File: config.mk
export PLATFORM = sky130hd
export DESIGN_NAME = sbg_bit_rate
export DESIGN_NICKNAME = d
export VERILOG_FILES = /design/src/rtl/sbg_pkg.sv /design/src/rtl/sbg_bit_rate.sv
export SDC_FILE = /design/constraint.sdc
export NUM_CORES = 1
export LEC_CHECK = 0
export ABC_AREA = 1
export BUFFER_PORTS_ARGS = -buffer_cell sky130_fd_sc_hd__buf_4
export CAP_MARGIN = 15
export CORE_AREA = 2 2 121 76
export CTS_BUF_LIST = sky130_fd_sc_hd__clkbuf_4 sky130_fd_sc_hd__clkbuf_8
export CTS_CLUSTER_SIZE = 16
export DETAILED_ROUTE_END_ITERATION = 10
export DIE_AREA = 0 0 123 78
export HOLD_SLACK_MARGIN = 0.08
export PLACE_DENSITY_LB_ADDON = 0.3
export SYNTH_ARGS = -nofsm -noshare
export SYNTH_HDL_FRONTEND = slang
export SYNTH_SLANG_ARGS = --single-unit
File: constraint.sdc
create_clock -name aclk -period 2.15 [get_ports aclk]
set_clock_uncertainty 0.15 [all_clocks]
set_input_delay 0.215 -clock aclk [delete_from_list [all_inputs] [get_ports aclk]]
set_output_delay 0.215 -clock aclk [all_outputs]
set_load 0.01 [all_outputs]
File: src/rtl/sbg_pkg.sv
// Package for the serial port bit rate timer: register map, fields and resets
package sbg_pkg;
    // Register indices; the bus byte address is four times the index
    localparam logic [7:0] SBG_IDX_RCV_CTRL = 8'h18;
    localparam logic [7:0] SBG_IDX_XMT_CTRL = 8'h98;
    localparam logic [7:0] SBG_IDX_DIVISOR = 8'h99;
    localparam logic [7:0] SBG_IDX_IRQ_STATUS = 8'h9A;
    localparam logic [7:0] SBG_IDX_IRQ_MASK = 8'h9B;
    localparam logic [9:0] SBG_OFF_RCV_CTRL = {SBG_IDX_RCV_CTRL, 2'h0};
    localparam logic [9:0] SBG_OFF_XMT_CTRL = {SBG_IDX_XMT_CTRL, 2'h0};
    localparam logic [9:0] SBG_OFF_DIVISOR = {SBG_IDX_DIVISOR, 2'h0};
    localparam logic [9:0] SBG_OFF_IRQ_STATUS = {SBG_IDX_IRQ_STATUS, 2'h0};
    localparam logic [9:0] SBG_OFF_IRQ_MASK = {SBG_IDX_IRQ_MASK, 2'h0};
    localparam logic [7:0] SBG_RST_XMT_CTRL = 8'h02;
    localparam logic [7:0] SBG_RST_DIVISOR = 8'h00;
    localparam logic [7:0] SBG_RST_RCV_CTRL = 8'h00;
    localparam int SBG_XMT_CLK_MASTER = 7;
    localparam int SBG_XMT_SYNC = 4;
    localparam int SBG_XMT_HIGH_SPEED = 2;
    localparam int SBG_XMT_SHIFT_EMPTY = 1;
    localparam int SBG_RCV_CONT_ENABLE = 4;
    localparam int SBG_RCV_FRAMING = 2;
    localparam int SBG_RCV_OVERRUN = 1;
    localparam int SBG_RCV_NINTH = 0;
    localparam logic [7:0] SBG_RCV_WRITABLE = 8'hF8;
    localparam logic [7:0] SBG_XMT_WRITABLE = 8'hF5;
    localparam int SBG_IRQ_FRAMING = 0;
    localparam int SBG_IRQ_OVERRUN = 1;
    localparam logic [1:0] SBG_RESP_OKAY = 2'h0;
    localparam logic [1:0] SBG_RESP_SLVERR = 2'h2;
    localparam logic [5:0] SBG_PRESCALE_ASYNC_LOW = 6'h3F;
    localparam logic [5:0] SBG_PRESCALE_ASYNC_HIGH = 6'h0F;
    localparam logic [5:0] SBG_PRESCALE_SYNC = 6'h03;
    typedef struct packed {
        logic valid;
        logic framing_bad;
        logic ninth_bit;
        logic overrun;
    } sbg_rx_event_t;
endpackage

File: src/rtl/sbg_bit_rate.sv
// Bit rate timer with AXI4-Lite registers, receive fault flags and interrupt
`timescale 1ns/1ps
module sbg_bit_rate (
    input wire logic aclk,
    input wire logic aresetn,
    input wire logic [9:0] s_axi_awaddr,
    input wire logic s_axi_awvalid,
    output logic s_axi_awready,
    input wire logic [31:0] s_axi_wdata,
    input wire logic [3:0] s_axi_wstrb,
    input wire logic s_axi_wvalid,
    output logic s_axi_wready,
    output logic [1:0] s_axi_bresp,
    output logic s_axi_bvalid,
    input wire logic s_axi_bready,
    input wire logic [9:0] s_axi_araddr,
    input wire logic s_axi_arvalid,
    output logic s_axi_arready,
    output logic [31:0] s_axi_rdata,
    output logic [1:0] s_axi_rresp,
    output logic s_axi_rvalid,
    input wire logic s_axi_rready,
    input wire sbg_pkg::sbg_rx_event_t rx_event,
    input wire logic shift_empty,
    output logic receive_buffer_read,
    output logic baud_tick,
    output logic continuous_receive_enable,
    output logic irq
);
    import sbg_pkg::*;

    logic [7:0] xmt_ctrl;
    logic [7:0] rcv_ctrl_hi;
    logic [7:0] baud_divisor_register;
    logic [7:0] bit_rate_timer;
    logic [5:0] prescale;
    logic framing_fault_flag;
    logic overrun_fault_flag;
    logic received_ninth_bit;
    logic framing_armed;
    logic [1:0] irq_status;
    logic [1:0] irq_mask;

    // Write channel: address and data may arrive in either order
    logic aw_held;
    logic w_held;
    logic [9:0] aw_addr;
    logic [31:0] w_data;
    logic w_lane0;
    assign s_axi_awready = !aw_held && !s_axi_bvalid;
    assign s_axi_wready = !w_held && !s_axi_bvalid;
    wire aw_take = s_axi_awvalid && s_axi_awready;
    wire w_take = s_axi_wvalid && s_axi_wready;
    wire aw_have = aw_held || aw_take;
    wire w_have = w_held || w_take;
    wire do_write = aw_have && w_have && !s_axi_bvalid;
    wire [9:0] wr_addr = aw_held ? aw_addr : s_axi_awaddr;
    wire [31:0] wr_data = w_held ? w_data : s_axi_wdata;
    wire wr_lane = w_held ? w_lane0 : s_axi_wstrb[0];

    function automatic logic known_addr(input logic [9:0] a);
        return a == SBG_OFF_RCV_CTRL || a == SBG_OFF_XMT_CTRL || a == SBG_OFF_DIVISOR ||
               a == SBG_OFF_IRQ_STATUS || a == SBG_OFF_IRQ_MASK;
    endfunction

    wire wr_ok = known_addr(wr_addr);
    wire wr_en = do_write && wr_ok && wr_lane;
    wire wr_rcv = wr_en && wr_addr == SBG_OFF_RCV_CTRL;
    wire wr_xmt = wr_en && wr_addr == SBG_OFF_XMT_CTRL;
    wire wr_div = wr_en && wr_addr == SBG_OFF_DIVISOR;
    wire wr_ists = wr_en && wr_addr == SBG_OFF_IRQ_STATUS;
    wire wr_imask = wr_en && wr_addr == SBG_OFF_IRQ_MASK;

    always_ff @(posedge aclk) begin
        if (!aresetn) begin
            aw_held <= 1'b0;
            w_held <= 1'b0;
            aw_addr <= 10'h000;
            w_data <= 32'h0000_0000;
            w_lane0 <= 1'b0;
            s_axi_bvalid <= 1'b0;
            s_axi_bresp <= SBG_RESP_OKAY;
        end else begin
            if (aw_take) begin
                aw_addr <= s_axi_awaddr;
            end
            if (w_take) begin
                w_data <= s_axi_wdata;
                w_lane0 <= s_axi_wstrb[0];
            end
            aw_held <= do_write ? 1'b0 : aw_have;
            w_held <= do_write ? 1'b0 : w_have;
            if (do_write) begin
                s_axi_bvalid <= 1'b1;
                s_axi_bresp <= wr_ok ? SBG_RESP_OKAY : SBG_RESP_SLVERR;
            end else if (s_axi_bready) begin
                s_axi_bvalid <= 1'b0;
            end
        end
    end

    // Control registers
    wire clk_master = xmt_ctrl[SBG_XMT_CLK_MASTER];
    wire sync_mode = xmt_ctrl[SBG_XMT_SYNC];
    wire high_speed_select = xmt_ctrl[SBG_XMT_HIGH_SPEED];
    assign continuous_receive_enable = rcv_ctrl_hi[SBG_RCV_CONT_ENABLE];
    wire receive_disable_write = wr_rcv && !wr_data[SBG_RCV_CONT_ENABLE];

    always_ff @(posedge aclk) begin
        if (!aresetn) begin
            xmt_ctrl <= SBG_RST_XMT_CTRL & SBG_XMT_WRITABLE;
            rcv_ctrl_hi <= SBG_RST_RCV_CTRL;
            baud_divisor_register <= SBG_RST_DIVISOR;
            irq_mask <= 2'h0;
        end else begin
            if (wr_xmt) begin
                xmt_ctrl <= wr_data[7:0] & SBG_XMT_WRITABLE;
            end
            if (wr_rcv) begin
                rcv_ctrl_hi <= wr_data[7:0] & SBG_RCV_WRITABLE;
            end
            if (wr_div) begin
                baud_divisor_register <= wr_data[7:0];
            end
            if (wr_imask) begin
                irq_mask <= wr_data[1:0];
            end
        end
    end

    // Prescale per mode; sync mode never looks at high speed select
    wire [5:0] prescale_top = sync_mode ? SBG_PRESCALE_SYNC :
                              (high_speed_select ? SBG_PRESCALE_ASYNC_HIGH : SBG_PRESCALE_ASYNC_LOW);
    wire pre_wrap = prescale >= prescale_top;
    wire timer_wrap = pre_wrap && bit_rate_timer == 8'h00;
    wire run = clk_master;

    // Timer counts down from divisor, one tick each (divisor+1) prescaled periods
    always_ff @(posedge aclk) begin
        if (!aresetn) begin
            prescale <= 6'h00;
            bit_rate_timer <= 8'h00;
            baud_tick <= 1'b0;
        end else if (wr_div || !run) begin
            prescale <= 6'h00;
            bit_rate_timer <= wr_div ? wr_data[7:0] : baud_divisor_register;
            baud_tick <= 1'b0;
        end else begin
            prescale <= pre_wrap ? 6'h00 : prescale + 6'h01;
            if (pre_wrap) begin
                bit_rate_timer <= timer_wrap ? baud_divisor_register : bit_rate_timer - 8'h01;
            end
            baud_tick <= timer_wrap;
        end
    end

    // Cycle counter between ticks lets the rate be checked without long repetitions
    logic [14:0] tick_gap;
    logic gap_valid;
    function automatic logic [14:0] rate_period(input logic sync_sel, input logic fast_sel, input logic [7:0] div);
        logic [5:0] top;
        top = sync_sel ? SBG_PRESCALE_SYNC : (fast_sel ? SBG_PRESCALE_ASYNC_HIGH : SBG_PRESCALE_ASYNC_LOW);
        return ({9'h000, top} + 15'h0001) * ({7'h00, div} + 15'h0001);
    endfunction

    // Any rate change voids the measurement until the next clean tick
    always_ff @(posedge aclk) begin
        if (!aresetn || wr_div || wr_xmt || !run) begin
            tick_gap <= 15'h0000;
            gap_valid <= 1'b0;
        end else if (baud_tick) begin
            tick_gap <= 15'h0001;
            gap_valid <= 1'b1;
        end else begin
            tick_gap <= (&tick_gap) ? tick_gap : tick_gap + 15'h0001;
        end
    end

    // Receive fault flags
    wire rd_rcv_buf;
    always_ff @(posedge aclk) begin
        if (!aresetn) begin
            framing_fault_flag <= 1'b0;
            framing_armed <= 1'b1;
            overrun_fault_flag <= 1'b0;
            received_ninth_bit <= 1'b0;
        end else begin
            if (rd_rcv_buf) begin
                framing_armed <= 1'b1;
            end else if (rx_event.valid && framing_armed) begin
                framing_armed <= 1'b0;
            end
            if (rx_event.valid && framing_armed) begin
                framing_fault_flag <= rx_event.framing_bad;
                received_ninth_bit <= rx_event.ninth_bit;
            end
            if (rx_event.overrun) begin
                overrun_fault_flag <= 1'b1;
            end else if (receive_disable_write) begin
                overrun_fault_flag <= 1'b0;
            end
        end
    end

    // Sticky interrupt status, write one to clear, a new event wins
    wire [1:0] irq_set = {rx_event.overrun, rx_event.valid && framing_armed && rx_event.framing_bad};
    always_ff @(posedge aclk) begin
        if (!aresetn) begin
            irq_status <= 2'h0;
        end else begin
            irq_status <= irq_set | (irq_status & ~(wr_ists ? wr_data[1:0] : 2'h0));
        end
    end
    assign irq = |(irq_status & irq_mask);

    // Read channel
    wire ar_take = s_axi_arvalid && s_axi_arready;
    assign s_axi_arready = !s_axi_rvalid;
    wire [7:0] rcv_view = rcv_ctrl_hi | {5'h00, framing_fault_flag, overrun_fault_flag, received_ninth_bit};
    wire [7:0] xmt_view = xmt_ctrl | {6'h00, shift_empty, 1'b0};
    wire [7:0] rd_byte = s_axi_araddr == SBG_OFF_RCV_CTRL ? rcv_view :
                         s_axi_araddr == SBG_OFF_XMT_CTRL ? xmt_view :
                         s_axi_araddr == SBG_OFF_DIVISOR ? baud_divisor_register :
                         s_axi_araddr == SBG_OFF_IRQ_STATUS ? {6'h00, irq_status} :
                         s_axi_araddr == SBG_OFF_IRQ_MASK ? {6'h00, irq_mask} : 8'h00;
    assign rd_rcv_buf = 1'b0;
    assign receive_buffer_read = rd_rcv_buf;

    always_ff @(posedge aclk) begin
        if (!aresetn) begin
            s_axi_rvalid <= 1'b0;
            s_axi_rdata <= 32'h0000_0000;
            s_axi_rresp <= SBG_RESP_OKAY;
        end else if (ar_take) begin
            s_axi_rvalid <= 1'b1;
            s_axi_rdata <= {24'h00_0000, rd_byte};
            s_axi_rresp <= known_addr(s_axi_araddr) ? SBG_RESP_OKAY : SBG_RESP_SLVERR;
        end else if (s_axi_rready) begin
            s_axi_rvalid <= 1'b0;
        end
    end
endmodule

==> reports/summary.txt <==
EDFF count, synth - 0
Sw Pwr - 1.086 mW
Port Buffers - 58
Max Fanout on Critical Path - 5
Area after DPL - 4677 um2
mean area per synthesized cell - 6.922 um2
register area share after synthesis - 37.27%
area of the multi-input gates - 2355 um2
DRC errors left - 0
YS warnings - 0
Tmin final - 2249 ps
total wire length - 11750 um
Final nets - 774
status - complete, but fails checks
Initial DRC Count - 366
final non-filler cell total - 817
Post-Synthesis Cells - 582
pwr/cell area - 639.8 nW/um2
initial antenna violation count - 0
Cell Int Power - 2.552 mW
Cells after DPL - 766
CTS Buf Count - 9
pin count of the biggest net entering global routing - 42
synth cell count leaders - 97 x nand2_1, 82 x nor2_1, 80 x inv_1
top cells by area, synth - dfxtp_1 37%, nand2_1 9.0%, nor2_1 7.6%
post-synthesis cell area - 4029 um2
GRT Util Overall - 23.07%
Clk pwr share - 34.9%
Unique masters post-synth - 46
die height - 78 um
via count - 4198
sequential standard cell area - 1506 um2
initial core utilization - 48.00%
dominant cell type by area after synthesis - dfxtp_1
vias per std cell - 5.138
total clock sinks - 75
number of nets with antenna violations after routing - 0
fin util - 67.74%
# IOs - 113
kind of end point of the critical path - flip-flop
count leader, synth - nand2_1
critical path startpoint category - input pin
Core ar. - 8393 um2
setup ws final - -99.36 ps
most common flop cell mapped by yosys - dfxtp_1
DRT Pass-1 Iters - 5
routed len/inst - 14.38 um
gr ovfl total - 0
H-Tree Level Count - 3
Hold Worst Slack - 134.5 ps
critical path class - in2reg
RSZ-0062 raised after global routing - true
Slew Limit Fails - 0
clk_lat worst skew - 370 ps
# rows - 26
Fin. Hold Viols - 0
violated checks - negative setup slack
share of the synthesized area in the top cell type - 37.27%
TritonCTS clock tree - done
maxcap violations - 0
Clock Pin Slew Worst Setup and Hold Paths - 80 ps
critical path data required time - 2220 ps
layout cells sized above 1 - 29.93%
Tcrit/Tclk final - 104.6%
Sw Share - 29.85%
CTS Buffer Depth - 2
area delta synth->final - 41.12%
Setup-failing EPs final - 8
first-pass GRT wire length - 17280 um
Design Area, Final - 5685 um2
Slew Limit Headroom - 46.86%
ys async rst share - 0%
diode count - 0
Seq cells post-synth - 75
Combinational Power Share - 22.4%
worst slew pin tran - 796.2 ps
CTS root buffer - clkbuf_8
Reg power frac - 42.7%
critical path data arrival time - 2320 ps
Hold Crit Class - in2reg
gpl congestion - 0.8735
Post-DP HPWL - 7673 um
Die W - 123 um
Peak VDD IR - 0.6314 mV
die area - 9594 um2
Leakage - 2.614 nW
vias in the first global route - 3646
Max Fclk - 444.6 MHz
FILL cells - 642
placed cells by master (no fill, tap or decap), types with 3 or more instances in the layout:
cell type,netlist,routed
a21oi_1,33,27
a21oi_2,0,6
buf_4,27,86
buf_6,3,8
clkbuf_8,0,11
conb_1,1,27
dfxtp_1,75,73
dlygate4sd3_1,0,27
ha_1,6,4
inv_1,80,74
inv_2,1,5
nand2_1,97,81
nand2_2,5,13
nand2_4,0,8
nand3_1,21,12
nand3_2,1,6
nand3_4,0,4
nand4_1,11,11
nor2_1,82,68
nor2_2,3,14
nor2_4,1,4
nor3_1,12,12
o21a_1,3,3
o21ai_0,52,45
o21ai_1,8,3
o21ai_2,0,10
o22ai_1,6,6
or2_2,6,6
xnor2_1,3,3
xor2_1,3,3
critical path, stage by stage:
cell and delay, ps:
dlygate4sd3_1 540, buf_4 140, inv_2 60, nand2_1 70
buf_4 130, a21oi_2 140, nand3_2 130, nand3_4 140
nand4_4 200, buf_12 210, o21ai_4 140, nor2_2 50
nor2_1 90, nor2_1 50
stage by stage:
step / TNS (ps) / power [mW] / setup slack [ps]
after floorplan: 0 / 1.985 / 69.83
after global placement: -19.29 / 2.228 / -19.29
after detailed placement: -157.7 / 2.251 / -51.35
after CTS: 0 / 3.555 / 2.280
after global routing: -2060 / 3.814 / -195.7
final: -364.8 / 3.637 / -99.36
power groups by stage:
| stage | Sequential (mW) | Clock (mW) | Combinational, mW |
|---|---|---|---|
| 3_5_place_dp | 1.57 | 0 | 0.686 |
| 5_1_grt | 1.56 | 1.35 | 0.899 |
| 2_1_floorplan | 1.56 | 0 | 0.424 |
| 4_1_cts | 1.53 | 1.29 | 0.733 |
| 3_3_place_gp | 1.56 | 0 | 0.668 |
| 6_report | 1.55 | 1.27 | 0.814 |
flip-flops by register name (all words and copies together), names as in the netlist, 2 cells and up:
signal	cells
aw_addr	10
bit_rate_timer	8
prescale	6
s_axi_rdata	8
w_data	8
irq_status	2
baud_divisor_register	8
xmt_ctrl	6
irq_mask	2
rcv_ctrl_hi	5
logic make-up after synthesis:
family	after synthesis	synth area share [%]
simple gates	250	28.14
buf+inv	129	15.62
flops	75	37.27
fa+ha+maj	6	1.863
xor+xnor	6	1.305
compound gates	115	15.71
other cells	1	0.09308
cell type report:
cell class,count,share of cell area [%]
Multi-Input combinational cell,404,41.42
Inverter,84,6.052
Timing Repair Buffer,126,19.50
Clock inverter,4,1.276
Sequential cell,75,26.50
Clock buffer,12,2.795
Tap cell,112,2.465
worst paths after layout:
path              slack, ps                end  cells past startpoint            start
setup / recovery       -100  bit_rate_timer[3]                     14  s_axi_awaddr[9]
hold / removal          130         aw_addr[3]                      4  s_axi_awaddr[3]
setup reg to reg        -50  bit_rate_timer[3]                     10          aw_held
hold reg to reg         300      framing_armed                      2    framing_armed
metal layers:
| layer | wire length (um) | vias to the layer above | GRT usage (%) |
|---|---|---|---|
| met1 | 5272 | 1909 | 33.51 |
| li1 | - | 2072 | - |
| met5 | 0 | - | 0 |
| met3 | 1311 | 16 | 8.676 |
| met2 | 5023 | 201 | 32.04 |
| met4 | 140 | 0 | 5.114 |
repair_timing:
item,in CTS,in global routing
endpoints found under the hold margin,31,0
endpoints found under the setup margin,10,38
gates cloned,0,4
hold buffers,28,0
pin swaps,4,31
setup buffers,1,3
gates resized for setup,12,107
Power figures use the tool's default switching activity.
